===== config.mk =====
export PLATFORM = sky130hd
export DESIGN_NAME = wss_top
export DESIGN_NICKNAME = d
export VERILOG_FILES = /design/src/verilog/wss_pkg.sv /design/src/verilog/wss_chan.sv /design/src/verilog/wss_top.sv
export SDC_FILE = /design/constraint.sdc
export NUM_CORES = 1
export LEC_CHECK = 0
export BUFFER_PORTS_ARGS = -buffer_cell sky130_fd_sc_hd__buf_4
export CELL_PAD_IN_SITES_DETAIL_PLACEMENT = 0
export CELL_PAD_IN_SITES_GLOBAL_PLACEMENT = 1
export CORE_MARGIN = 2
export CORE_UTILIZATION = 43
export DETAILED_ROUTE_END_ITERATION = 10
export PLACE_DENSITY = 0.95
export SLEW_MARGIN = 20
export SYNTH_ARGS = -nofsm -noshare
export SYNTH_HDL_FRONTEND = slang
export SYNTH_SLANG_ARGS = --single-unit

===== constraint.sdc =====
create_clock -name I_SYS_CLK -period 4.8 [get_ports I_SYS_CLK]
set_input_delay 0.24 -clock I_SYS_CLK [delete_from_list [all_inputs] [get_ports I_SYS_CLK]]
set_output_delay 0.24 -clock I_SYS_CLK [all_outputs]
set_load 0.01 [all_outputs]

===== src/verilog/wss_pkg.sv =====
// Constants, register map and mode codes of the steering/shutdown block
package wss_pkg;

	localparam int ADDR_W = 5;
	localparam int DATA_W = 32;
	localparam int REG_W = 8;
	localparam int NUM_CH = 4;
	localparam int NUM_SRC = 7;

	////////////////////////////////////////////////////////////////////////
	// Register byte offsets
	localparam logic [ADDR_W-1:0] OFF_CTRL = 5'h00;
	localparam logic [ADDR_W-1:0] OFF_POL = 5'h04;
	localparam logic [ADDR_W-1:0] OFF_SDEN = 5'h08;
	localparam logic [ADDR_W-1:0] OFF_STEER = 5'h0C;
	localparam logic [ADDR_W-1:0] OFF_CLKSEL = 5'h10;
	localparam logic [ADDR_W-1:0] OFF_STATUS = 5'h14;
	localparam logic [ADDR_W-1:0] OFF_SDLVL = 5'h18;

	////////////////////////////////////////////////////////////////////////
	// Field positions
	localparam int CTRL_EN_BIT = 7;
	localparam int MODE_LSB = 0;
	localparam int MODE_W = 3;
	localparam int SDEN_FIXED_BIT = 7;
	localparam int STR_EN_LSB = 0;
	localparam int STR_OVR_LSB = 4;
	localparam int CLK_CS_BIT = 0;
	localparam int STAT_SD_BIT = 7;
	localparam int STAT_IN_BIT = 5;
	localparam int POL_LSB = 0;
	localparam int SDLVL_LSB = 0;

	////////////////////////////////////////////////////////////////////////
	// Reset values
	localparam logic [REG_W-1:0] CTRL_RST = 8'h00;
	localparam logic [NUM_CH-1:0] POL_RST = 4'h0;
	localparam logic [NUM_SRC-1:0] SDEN_RST = 7'h00;
	localparam logic [REG_W-1:0] STEER_RST = 8'h00;
	localparam logic [NUM_CH-1:0] SDLVL_RST = 4'h0;

	localparam int FAST_OSC_MHZ = 16;

	localparam logic [1:0] RESP_OKAY = 2'h0;
	localparam logic [1:0] RESP_SLVERR = 2'h2;

	typedef enum logic [2:0] {
		MODE_STEER = 3'b000,
		MODE_SYNC_STEER = 3'b001,
		MODE_FWD_BRIDGE = 3'b010,
		MODE_REV_BRIDGE = 3'b011,
		MODE_HALF_BRIDGE = 3'b100,
		MODE_PUSH_PULL = 3'b101,
		MODE_RSV_6 = 3'b110,
		MODE_RSV_7 = 3'b111
	} wss_mode_e;

endpackage


===== src/verilog/wss_chan.sv =====
// One output channel: polarity, steering override and shutdown level
`timescale 1ns/1ps
module wss_chan (
	input wire logic i_clk,
	input wire logic i_rstn,
	input wire logic i_enable,
	input wire logic i_data,
	input wire logic i_invert,
	input wire logic i_steer_mode,
	input wire logic i_steer_en,
	input wire logic i_override,
	input wire logic i_shutdown,
	input wire logic i_sd_level,
	output logic o_out
);

	logic out_r;
	logic out_nxt;

	always_comb begin
		if (!i_enable) begin
			out_nxt = 1'b0;
		end else if (i_shutdown) begin
			out_nxt = i_sd_level;
		end else if (i_steer_mode && !i_steer_en) begin
			out_nxt = i_override;
		end else begin
			out_nxt = i_data ^ i_invert;
		end
	end

	always_ff @(posedge i_clk or negedge i_rstn) begin
		if (!i_rstn) begin
			out_r <= 1'b0;
		end else begin
			out_r <= out_nxt;
		end
	end

	assign o_out = out_r;

endmodule


===== src/verilog/wss_top.sv =====
// Shutdown source select, output steering and clock select with AXI4-Lite
//
// The AXI4-Lite interface to the registers and the register addresses were decided locally.
`timescale 1ns/1ps
module wss_top #(
	parameter int ADDR_W = wss_pkg::ADDR_W
) (
	input wire logic I_SYS_CLK,
	input wire logic I_RSTN,
	// AXI4-Lite write address
	input wire logic [ADDR_W-1:0] I_AWADDR,
	input wire logic I_AWVALID,
	output logic O_AWREADY,
	// AXI4-Lite write data
	input wire logic [wss_pkg::DATA_W-1:0] I_WDATA,
	input wire logic [3:0] I_WSTRB,
	input wire logic I_WVALID,
	output logic O_WREADY,
	// AXI4-Lite write response
	output logic [1:0] O_BRESP,
	output logic O_BVALID,
	input wire logic I_BREADY,
	// AXI4-Lite read address
	input wire logic [ADDR_W-1:0] I_ARADDR,
	input wire logic I_ARVALID,
	output logic O_ARREADY,
	// AXI4-Lite read data
	output logic [wss_pkg::DATA_W-1:0] O_RDATA,
	output logic [1:0] O_RRESP,
	output logic O_RVALID,
	input wire logic I_RREADY,
	// Waveform and shutdown sources
	input wire logic I_DATA_WAVE,
	input wire logic I_LOGIC_CELL2_OUT,
	input wire logic I_CMP2_OUT,
	input wire logic I_CMP1_OUT,
	input wire logic I_TIMER_SIX_POST,
	input wire logic I_TIMER_POST_B,
	input wire logic I_TIMER_TWO_POST,
	input wire logic I_SD_PIN,
	// Outputs to the switch drivers, shutdown flag and clock mux select
	output logic O_OUT_A,
	output logic O_OUT_B,
	output logic O_OUT_C,
	output logic O_OUT_D,
	output logic O_SHUTDOWN,
	output logic O_CLK_SEL_FAST
);

	localparam int RW = wss_pkg::REG_W;
	localparam int NC = wss_pkg::NUM_CH;
	localparam int NS = wss_pkg::NUM_SRC;
	localparam int DW = wss_pkg::DATA_W;

	////////////////////////////////////////////////////////////////////////
	// Registers

	logic [RW-1:0] ctrl_r;
	logic [NC-1:0] pol_r;
	logic [NS-1:0] sden_r;
	logic [RW-1:0] steer_r;
	logic clk_sel_r;
	logic [NC-1:0] sd_lvl_r;
	logic sd_r;
	logic sd_nxt;
	logic sd_hold_r;
	logic [NC-1:0] steer_act_r;
	logic data_d_r;

	////////////////////////////////////////////////////////////////////////
	// Bus state

	logic aw_hold_r;
	logic [ADDR_W-1:0] aw_addr_r;
	logic w_hold_r;
	logic [DW-1:0] w_data_r;
	logic w_lane0_r;
	logic bvalid_r;
	logic [1:0] bresp_r;
	logic rvalid_r;
	logic [1:0] rresp_r;
	logic [DW-1:0] rdata_r;

	logic wr_go;
	logic wr_hit;
	logic wr_en;
	logic rd_go;
	logic rd_hit;
	logic [RW-1:0] rd_byte;
	logic [RW-1:0] wr_byte;

	////////////////////////////////////////////////////////////////////////
	// Write channel

	assign O_AWREADY = !aw_hold_r && !bvalid_r;
	assign O_WREADY = !w_hold_r && !bvalid_r;
	assign wr_go = aw_hold_r && w_hold_r && !bvalid_r;
	assign wr_byte = w_data_r[RW-1:0];

	always_comb begin
		unique case (aw_addr_r)
			wss_pkg::OFF_CTRL,
			wss_pkg::OFF_POL,
			wss_pkg::OFF_SDEN,
			wss_pkg::OFF_STEER,
			wss_pkg::OFF_CLKSEL,
			wss_pkg::OFF_STATUS,
			wss_pkg::OFF_SDLVL: wr_hit = 1'b1;
			default: wr_hit = 1'b0;
		endcase
	end

	// Only byte lane 0 carries register bits
	assign wr_en = wr_go && wr_hit && w_lane0_r;

	always_ff @(posedge I_SYS_CLK or negedge I_RSTN) begin
		if (!I_RSTN) begin
			aw_hold_r <= 1'b0;
			aw_addr_r <= '0;
		end else if (I_AWVALID && O_AWREADY) begin
			aw_hold_r <= 1'b1;
			aw_addr_r <= I_AWADDR;
		end else if (wr_go) begin
			aw_hold_r <= 1'b0;
		end
	end

	always_ff @(posedge I_SYS_CLK or negedge I_RSTN) begin
		if (!I_RSTN) begin
			w_hold_r <= 1'b0;
			w_data_r <= '0;
			w_lane0_r <= 1'b0;
		end else if (I_WVALID && O_WREADY) begin
			w_hold_r <= 1'b1;
			w_data_r <= I_WDATA;
			w_lane0_r <= I_WSTRB[0];
		end else if (wr_go) begin
			w_hold_r <= 1'b0;
		end
	end

	always_ff @(posedge I_SYS_CLK or negedge I_RSTN) begin
		if (!I_RSTN) begin
			bvalid_r <= 1'b0;
			bresp_r <= wss_pkg::RESP_OKAY;
		end else if (wr_go) begin
			bvalid_r <= 1'b1;
			bresp_r <= wr_hit ? wss_pkg::RESP_OKAY : wss_pkg::RESP_SLVERR;
		end else if (I_BREADY) begin
			bvalid_r <= 1'b0;
		end
	end

	assign O_BVALID = bvalid_r;
	assign O_BRESP = bresp_r;

	////////////////////////////////////////////////////////////////////////
	// Software registers

	always_ff @(posedge I_SYS_CLK or negedge I_RSTN) begin
		if (!I_RSTN) begin
			ctrl_r <= wss_pkg::CTRL_RST;
		end else if (wr_en && aw_addr_r == wss_pkg::OFF_CTRL) begin
			ctrl_r <= wr_byte;
		end
	end

	always_ff @(posedge I_SYS_CLK or negedge I_RSTN) begin
		if (!I_RSTN) begin
			pol_r <= wss_pkg::POL_RST;
		end else if (wr_en && aw_addr_r == wss_pkg::OFF_POL) begin
			pol_r <= wr_byte[wss_pkg::POL_LSB +: NC];
		end
	end

	// Top bit is not stored; the read path forces it high
	always_ff @(posedge I_SYS_CLK or negedge I_RSTN) begin
		if (!I_RSTN) begin
			sden_r <= wss_pkg::SDEN_RST;
		end else if (wr_en && aw_addr_r == wss_pkg::OFF_SDEN) begin
			sden_r <= wr_byte[NS-1:0];
		end
	end

	always_ff @(posedge I_SYS_CLK or negedge I_RSTN) begin
		if (!I_RSTN) begin
			steer_r <= wss_pkg::STEER_RST;
		end else if (wr_en && aw_addr_r == wss_pkg::OFF_STEER) begin
			steer_r <= wr_byte;
		end
	end

	always_ff @(posedge I_SYS_CLK or negedge I_RSTN) begin
		if (!I_RSTN) begin
			clk_sel_r <= 1'b0;
		end else if (wr_en && aw_addr_r == wss_pkg::OFF_CLKSEL) begin
			clk_sel_r <= wr_byte[wss_pkg::CLK_CS_BIT];
		end
	end

	// Drives the external clock mux: 1 picks the fast oscillator
	assign O_CLK_SEL_FAST = clk_sel_r;

	always_ff @(posedge I_SYS_CLK or negedge I_RSTN) begin
		if (!I_RSTN) begin
			sd_lvl_r <= wss_pkg::SDLVL_RST;
		end else if (wr_en && aw_addr_r == wss_pkg::OFF_SDLVL) begin
			sd_lvl_r <= wr_byte[wss_pkg::SDLVL_LSB +: NC];
		end
	end

	////////////////////////////////////////////////////////////////////////
	// Shutdown sources

	logic [NS-1:0] src_vec;
	logic trip;

	// Bit order matches the enable register, highest bit first
	assign src_vec = {
		I_LOGIC_CELL2_OUT,
		I_CMP2_OUT,
		I_CMP1_OUT,
		I_TIMER_SIX_POST,
		I_TIMER_POST_B,
		I_TIMER_TWO_POST,
		I_SD_PIN
	};

	assign trip = |(src_vec & sden_r);

	// A trip in the same cycle as a software clear keeps the bit set
	always_comb begin
		sd_nxt = sd_r;
		if (wr_en && aw_addr_r == wss_pkg::OFF_STATUS) begin
			sd_nxt = wr_byte[wss_pkg::STAT_SD_BIT];
		end
		if (trip) begin
			sd_nxt = 1'b1;
		end
	end

	always_ff @(posedge I_SYS_CLK or negedge I_RSTN) begin
		if (!I_RSTN) begin
			sd_r <= 1'b0;
		end else begin
			sd_r <= sd_nxt;
		end
	end

	assign O_SHUTDOWN = sd_r;

	////////////////////////////////////////////////////////////////////////
	// Waveform edge, shutdown hold and steering buffer

	logic data_rise;
	logic steer_mode;
	logic [NC-1:0] steer_wr;

	assign data_rise = I_DATA_WAVE && !data_d_r;
	assign steer_wr = steer_r[wss_pkg::STR_EN_LSB +: NC];

	always_ff @(posedge I_SYS_CLK or negedge I_RSTN) begin
		if (!I_RSTN) begin
			data_d_r <= 1'b0;
		end else begin
			data_d_r <= I_DATA_WAVE;
		end
	end

	// Outputs stay shut down until a rising waveform edge after the clear
	always_ff @(posedge I_SYS_CLK or negedge I_RSTN) begin
		if (!I_RSTN) begin
			sd_hold_r <= 1'b0;
		end else if (sd_nxt) begin
			sd_hold_r <= 1'b1;
		end else if (data_rise) begin
			sd_hold_r <= 1'b0;
		end
	end

	always_ff @(posedge I_SYS_CLK or negedge I_RSTN) begin
		if (!I_RSTN) begin
			steer_act_r <= '0;
		end else begin
			unique case (wss_pkg::wss_mode_e'(ctrl_r[wss_pkg::MODE_LSB +:
				wss_pkg::MODE_W]))
				wss_pkg::MODE_STEER: begin
					steer_act_r <= steer_wr;
				end
				wss_pkg::MODE_SYNC_STEER: begin
					if (data_rise) begin
						steer_act_r <= steer_wr;
					end
				end
				default: begin
					steer_act_r <= steer_act_r;
				end
			endcase
		end
	end

	// Steering applies only in modes 000 and 001
	assign steer_mode = ctrl_r[wss_pkg::MODE_LSB + 1 +: 2] == 2'h0;

	////////////////////////////////////////////////////////////////////////
	// Output channels

	logic [NC-1:0] out_vec;

	for (genvar ch = 0; ch < NC; ch++) begin : g_ch
		wss_chan u_chan (
			.i_clk(I_SYS_CLK),
			.i_rstn(I_RSTN),
			.i_enable(ctrl_r[wss_pkg::CTRL_EN_BIT]),
			.i_data(I_DATA_WAVE),
			.i_invert(pol_r[ch]),
			.i_steer_mode(steer_mode),
			.i_steer_en(steer_act_r[ch]),
			.i_override(steer_r[wss_pkg::STR_OVR_LSB + ch]),
			.i_shutdown(sd_hold_r),
			.i_sd_level(sd_lvl_r[ch]),
			.o_out(out_vec[ch])
		);
	end

	assign O_OUT_A = out_vec[0];
	assign O_OUT_B = out_vec[1];
	assign O_OUT_C = out_vec[2];
	assign O_OUT_D = out_vec[3];

	////////////////////////////////////////////////////////////////////////
	// Read channel

	assign O_ARREADY = !rvalid_r;
	assign rd_go = I_ARVALID && O_ARREADY;

	always_comb begin
		rd_byte = '0;
		rd_hit = 1'b1;
		unique case (I_ARADDR)
			wss_pkg::OFF_CTRL: rd_byte = ctrl_r;
			wss_pkg::OFF_POL: rd_byte[wss_pkg::POL_LSB +: NC] = pol_r;
			wss_pkg::OFF_SDEN: begin
				rd_byte[NS-1:0] = sden_r;
				rd_byte[wss_pkg::SDEN_FIXED_BIT] = 1'b1;
			end
			wss_pkg::OFF_STEER: rd_byte = steer_r;
			wss_pkg::OFF_CLKSEL: rd_byte[wss_pkg::CLK_CS_BIT] = clk_sel_r;
			wss_pkg::OFF_STATUS: begin
				rd_byte[wss_pkg::STAT_SD_BIT] = sd_r;
				rd_byte[wss_pkg::STAT_IN_BIT] = I_DATA_WAVE;
			end
			wss_pkg::OFF_SDLVL: rd_byte[wss_pkg::SDLVL_LSB +: NC] = sd_lvl_r;
			default: rd_hit = 1'b0;
		endcase
	end

	always_ff @(posedge I_SYS_CLK or negedge I_RSTN) begin
		if (!I_RSTN) begin
			rvalid_r <= 1'b0;
			rresp_r <= wss_pkg::RESP_OKAY;
			rdata_r <= '0;
		end else if (rd_go) begin
			rvalid_r <= 1'b1;
			rresp_r <= rd_hit ? wss_pkg::RESP_OKAY : wss_pkg::RESP_SLVERR;
			rdata_r <= {{(DW - RW){1'b0}}, rd_byte};
		end else if (I_RREADY) begin
			rvalid_r <= 1'b0;
		end
	end

	assign O_RVALID = rvalid_r;
	assign O_RRESP = rresp_r;
	assign O_RDATA = rdata_r;

endmodule


==> results.yml, run 1 <==
global_routing:
  grt_pass1_wl_um: 11500
  grt-ovfl-total: 0
  grt_max_degree: 72
  grt_usage_pct: 17.3
  first_global_vias: 2253
  antenna_found_initial: 0
timing:
  final-hold-violation-count: 13
  setup_violations: 0
  slew_headroom_pct: 41.0
  fmax_mhz: 564
  period_share_pct: 36.9
  fin_setup_tns_ns: 0
  min_period_ns: 1.77
  slew_violations: 0
  rsz0062_at_grt: "no"
  finalClockSkew_ns: 0.00840
  tightest_slew_ns: 0.885
  fin_hold_ws_ns: -0.0156
routing:
  viasPerCell: 5.16
  drt-initial-drc-count: 98
  num_vias: 2235
  wl_um: 6930
  routedWlPerCell_um: 16.0
  drcViolationCount: 0
  drt-pass1-iter-count: 4
  antenna_left: 0
clock_network:
  cts_setup_buffers: 0
  cts_buffers: 9
  cts_buffer_depth: 2
  cts-root-buf: "clkbuf_8"
  htree_levels: 3
  post_cts_resized: 0
  cts.sinks: 71
  cts_hold_buf: 0
  path_clk_slew_ns: 0.07
  tritoncts: "done"
  clock_latency_ns: 0.35
synth:
  synth_ff_type: "dfrtp_1"
  synth_area_leaders: "dfrtp_1, mux2_2, buf_4"
  synth_common_cells: "dfrtp_1, mux2_2, buf_4, nand2_1, mux2i_1"
  yosys_warnings: 0
  syn_area_per_cell_um2: 12.8
  syn-cell-area_um2: 3460
  yosysMostFrequentCell: "dfrtp_1"
  synth_seq_cells: 71
  netlist_instances: 271
  synth_edf_count: 0
  synthArstFlopShare_pct: 100
  synth_top_area_share_pct: 51.3
  ys_seq_area_share_pct: 51.3
  ys_types: 47
  yosysTopAreaCell: "dfrtp_1"
setup_path:
  crit_family: "simple AND/OR/NAND/NOR gates"
  crit_start: "O_BVALID"
  critPathRequiredTime_ns: 5.03
  r2r-start: "O_BVALID"
  path_cells: "nand3b_4 -> nor4_4 -> and4_4 -> mux2_4"
  cp-start-kind: "register"
  crit_slowest_cell: "dfrtp_1"
  path_buf_inv: 0
  critPathCaptureType: "register"
  cp.arrival_ns: 2.01
  cp_slowest_stage_delay_ns: 0.45
  path_max_fanout: 8
  critPathKind: "reg -> reg"
finish:
  final_util_pct: 51.3
  design_area_um2: 3980
  multi_input_area_um2: 1500
  final_cells: 433
  area_growth_pct: 15.1
  drive_gt1_share_pct: 39.3
  layout.nets: 387
  ff_latch_area_um2: 1780
  nFillCells: 703
  diodes: 0
status:
  outcome: "complete, but fails checks"
  violations: "negative hold slack"
floorplanning:
  std_cell_rows: 32
  initial_core_util_pct: 44.6
  dieArea_um2: 8780
  die_w_um: 93.7
  placeableCoreArea_um2: 7770
  ios: 108
  fp.dieH_um: 93.7
place:
  dp_cells: 417
  postPlaceCellArea_um2: 3830
  port_buffers: 54
  gp_congestion: 0.827
  dp.final_hpwl_um: 5080
worst_hold_path:
  holdCritPathClass: "in -> async"
power_and_ir_drop:
  p_leak_nw: 1.96
  power_density_nw_per_um2: 468
  vdd_ir_drop_max_uv: 247
job:
  drv_cap: 0
[cell type report]
class / count / share of cell area, %
Tap cell: 102 / 3.20
Clock buffer: 11 / 3.30
Inverter: 4 / 0.377
Timing Repair Buffer: 54 / 10.2
Clock inverter: 5 / 0.628
Sequential cell: 71 / 44.6
Multi-Input combinational cell: 186 / 37.7
[final timing paths]
check                                    end  slack (ns)  depth (start not counted)
worst max-delay path              steer_r[2]        3.03                          4
worst max register to register    steer_r[2]        3.03                          4
max in group asynchronous          sden_r[0]        4.21                          1
worst min register to register    O_RRESP[1]        0.49                          2
min in group I_SYS_CLK              O_BVALID        0.05                          2
worst min-delay path            aw_addr_r[0]       -0.02                          1
[state kept, by name, summed over array words and instances (netlist names), 4 cells and up]
name	cells
steer_act_r	4
sd_lvl_r	4
steer_r	8
g_ch.u_chan.o_out	4
pol_r	4
aw_addr_r	5
O_RDATA	8
ctrl_r	8
sden_r	7
w_data_r	8
[metal layers]
layer / vias to the layer above / share of wire [%] / wire, um / track usage, %
met5: - / 0 / 0 / 0
met1: 1114 / 45 / 3150 / 23.7
met2: 79 / 47 / 3290 / 26.5
met3: 11 / 5.3 / 369 / 4.49
li1: 1031 / - / - / -
met4: 0 / 1.7 / 118 / 6.64
[stage by stage]
step | hold WS [ns] | total power [mW] | worst slack (ns)
after floorplan | -0.0556 | 1.30 | 3.11
after global placement | 0.402 | 1.45 | 3.04
after detailed placement | 0.415 | 1.48 | 3.04
after CTS | 0.0283 | 1.88 | 3.01
after global routing | 0.0608 | 1.98 | 2.92
final | -0.0156 | 1.86 | 3.03
[report_power, final]
| group | switching [mW] | total [mW] | internal, mW |
|---|---|---|---|
| Sequential | 0.186 | 0.948 | 0.761 |
| Combinational | 0.214 | 0.517 | 0.304 |
| Clock | 0.214 | 0.397 | 0.183 |
[layout by cell type (no fill, tap or decap), drive strengths merged, types with 2 or more instances in the layout]
cell type	synthesis	layout
nand2	16	16
o221ai	4	4
xor2	4	4
o21ai	8	8
inv	4	4
mux2i	9	9
nor2	5	5
o21a	2	2
buf	33	54
nand2b	4	4
nor3	6	6
conb	1	26
and3b	3	3
clkbuf	2	11
nor4	2	2
dfrtp	71	71
a21o	2	2
and2	5	5
nand3b	3	3
a22oi	5	5
a22o	6	6
mux2	55	55
nor2b	5	5
clkinv	0	5
[cells by family (layout without fill, tap and decap cells)]
logic type      Yosys count  in the layout  share of synthesized area, %
flops                    71             71                          51.3
mux                      65             65                          22.0
simple gates             54             54                          9.51
buf+inv                  39             74                          7.99
compound gates           36             36                          7.77
xor+xnor                  5              5                          1.27
other cells               1             26                         0.108
Note: power is estimated with default switching activity, not from simulation.
==> run 2, diff against run 1 <==
CORE_UTILIZATION = 36   (was 43)
PLACE_DENSITY = 0.86   (was 0.95)
clock period = 1.6 ns   (was 4.8 ns; I/O delays follow)
==> run 2 against run 1 <==
Compared with the run above: the flow now finishes without violations; clock power increased to 3.7 times the previous value; power grew to 3.3 times the previous value; sequential cell count unchanged; critical path type unchanged; largest cell class unchanged; largest power group unchanged.
==> results.yml, run 2 (synthesis gave the netlist of run 1 again) <==
routing:
  num_vias: 2294
  drcViolationCount: 0
  drt-initial-drc-count: 148
  routedWlPerCell_um: 14.9
  wl_um: 7270
  antenna_left: 0
  viasPerCell: 4.70
  drt-pass1-iter-count: 4
timing:
  setup_violations: 0
  period_share_pct: 98.3
  final-hold-violation-count: 0
  fin_ws_ns: 0.0274
  fmax_mhz: 636
  fin_hold_ws_ns: 0.0443
  min_period_ns: 1.57
  slew_violations: 0
  finalClockSkew_ns: 0.00451
  rsz0062_at_grt: "yes"
  fin_setup_tns_ns: 0
finish:
  layout_common_cells: "dfrtp_1, buf_4, mux2_2, conb_1, dlygate4sd3_1"
  layout.nets: 415
  diodes: 0
  final_common_cell: "dfrtp_1"
  area_growth_pct: 25.8
  drive_gt1_share_pct: 40.4
  final_util_pct: 46.9
place:
  dp.final_hpwl_um: 5400
  port_buffers: 54
  gp_congestion: 0.814
  pre_cts_ws_ns: 0.0288
setup_path:
  critPathRequiredTime_ns: 1.83
  path_max_fanout: 8
  critPathCaptureType: "register"
  critPathKind: "reg -> reg"
  cp-start-kind: "register"
  crit_family: "simple AND/OR/NAND/NOR gates"
  cp_slowest_stage_delay_ns: 0.41
  path_buf_inv: 0
  path_cells: "nand3b_4 -> nor4_4 -> and4_4 -> mux2_4"
  cp.arrival_ns: 1.80
  crit_slowest_cell: "dfrtp_2"
power_and_ir_drop:
  total_power_mw: 6.07
  vdd_ir_drop_max_uv: 912
  power_density_nw_per_um2: 1390
  p_leak_nw: 2.13
floorplanning:
  placeableCoreArea_um2: 9280
  die_w_um: 102
  dieArea_um2: 10400
  ios: 108
  std_cell_rows: 35
  initial_core_util_pct: 37.3
  fp.dieH_um: 102
global_routing:
  grt_usage_pct: 14.9
  antenna_found_initial: 0
  first_global_vias: 2351
  grt_pass1_wl_um: 11800
  grt-ovfl-total: 0
  grt_max_degree: 45
status:
  outcome: "finished clean"
clock_network:
  clock_latency_ns: 0.34
  cts_buffers: 9
  cts_buffer_depth: 2
  path_clk_slew_ns: 0.07
  cts-root-buf: "clkbuf_8"
  tritoncts: "done"
  cts.sinks: 71
  htree_levels: 3
job:
  drv_cap: 0
worst_hold_path:
  holdCritPathClass: "in -> reg"
==> run 2: cell count changes in the layout (fill, tap and decap cells not counted), sizes merged <==
cell / previous run / this run
clkinv: 5 / 2
dlygate4sd3: 0 / 18
clkbuf: 11 / 13
bufinv: 0 / 1
buf: 54 / 64
==> run 2: report_power, final <==
part           internal (mW)  total [mW]  switching (mW)
Combinational           1.05        1.76           0.706
Sequential              2.29        2.83           0.543
Clock                  0.843        1.48           0.637
==> run 2: what timing repair did <==
item                                   in CTS  in global routing
endpoints found under the hold margin      44                  0
buffers inserted                            0                  0
hold buffers                               18                  0
setup endpoints to repair                   0                 17
resized for setup                           0                  4
==> run 2: worst paths after layout <==
kind	start	end	slack (ns)	depth (start not counted)
setup / recovery	O_BVALID	steer_r[0]	0.03	4
hold / removal	I_ARADDR[0]	O_RRESP[1]	0.04	3
setup reg to reg	O_BVALID	steer_r[0]	0.03	4
hold reg to reg	O_RDATA[0]	O_RDATA[0]	0.50	2
max in group asynchronous	I_RSTN	pol_r[2]	0.85	3
min in group asynchronous	I_RSTN	aw_hold_r	0.21	2
==> run 2: layout make-up <==
| cell class | count | area (um^2) |
|---|---|---|
| Sequential cell | 71 | 1780 |
| Timing Repair Buffer | 82 | 673 |
| Clock inverter | 3 | 40.0 |
| Tap cell | 129 | 161 |
| Fill cell | 883 | 4930 |
| Clock buffer | 13 | 169 |
| Inverter | 4 | 15.0 |
| Multi-Input combinational cell | 186 | 1520 |
==> run 2: stage by stage <==
| step | instance area, um^2 | cells |
|---|---|---|
| 2_1_floorplan | 3560 | 296 |
| 3_3_place_gp | 3950 | 454 |
| 3_5_place_dp | 3950 | 454 |
| 4_1_cts | 4340 | 488 |
| 5_1_grt | 4350 | 488 |
| 6_report | 4350 | 488 |
==> run 2: worst reg2reg max path, cell delays in order, from the launching register on <==
cell,delay (ns)
dfrtp_2,0.41
nand3b_4,0.17
nor4_4,0.17
and4_4,0.39
mux2_4,0.33
==> run 2: per-layer routing <==
| layer | part of all wire (%) | global-route usage [%] | up-vias | wire [um] |
|---|---|---|---|---|
| met5 | 0 | 0 | - | 0 |
| met4 | 0.76 | 3.08 | 0 | 55 |
| met3 | 6.2 | 5.06 | 6 | 454 |
| met2 | 47 | 24.0 | 73 | 3400 |
| met1 | 46 | 19.9 | 1131 | 3360 |
| li1 | - | - | 1084 | - |
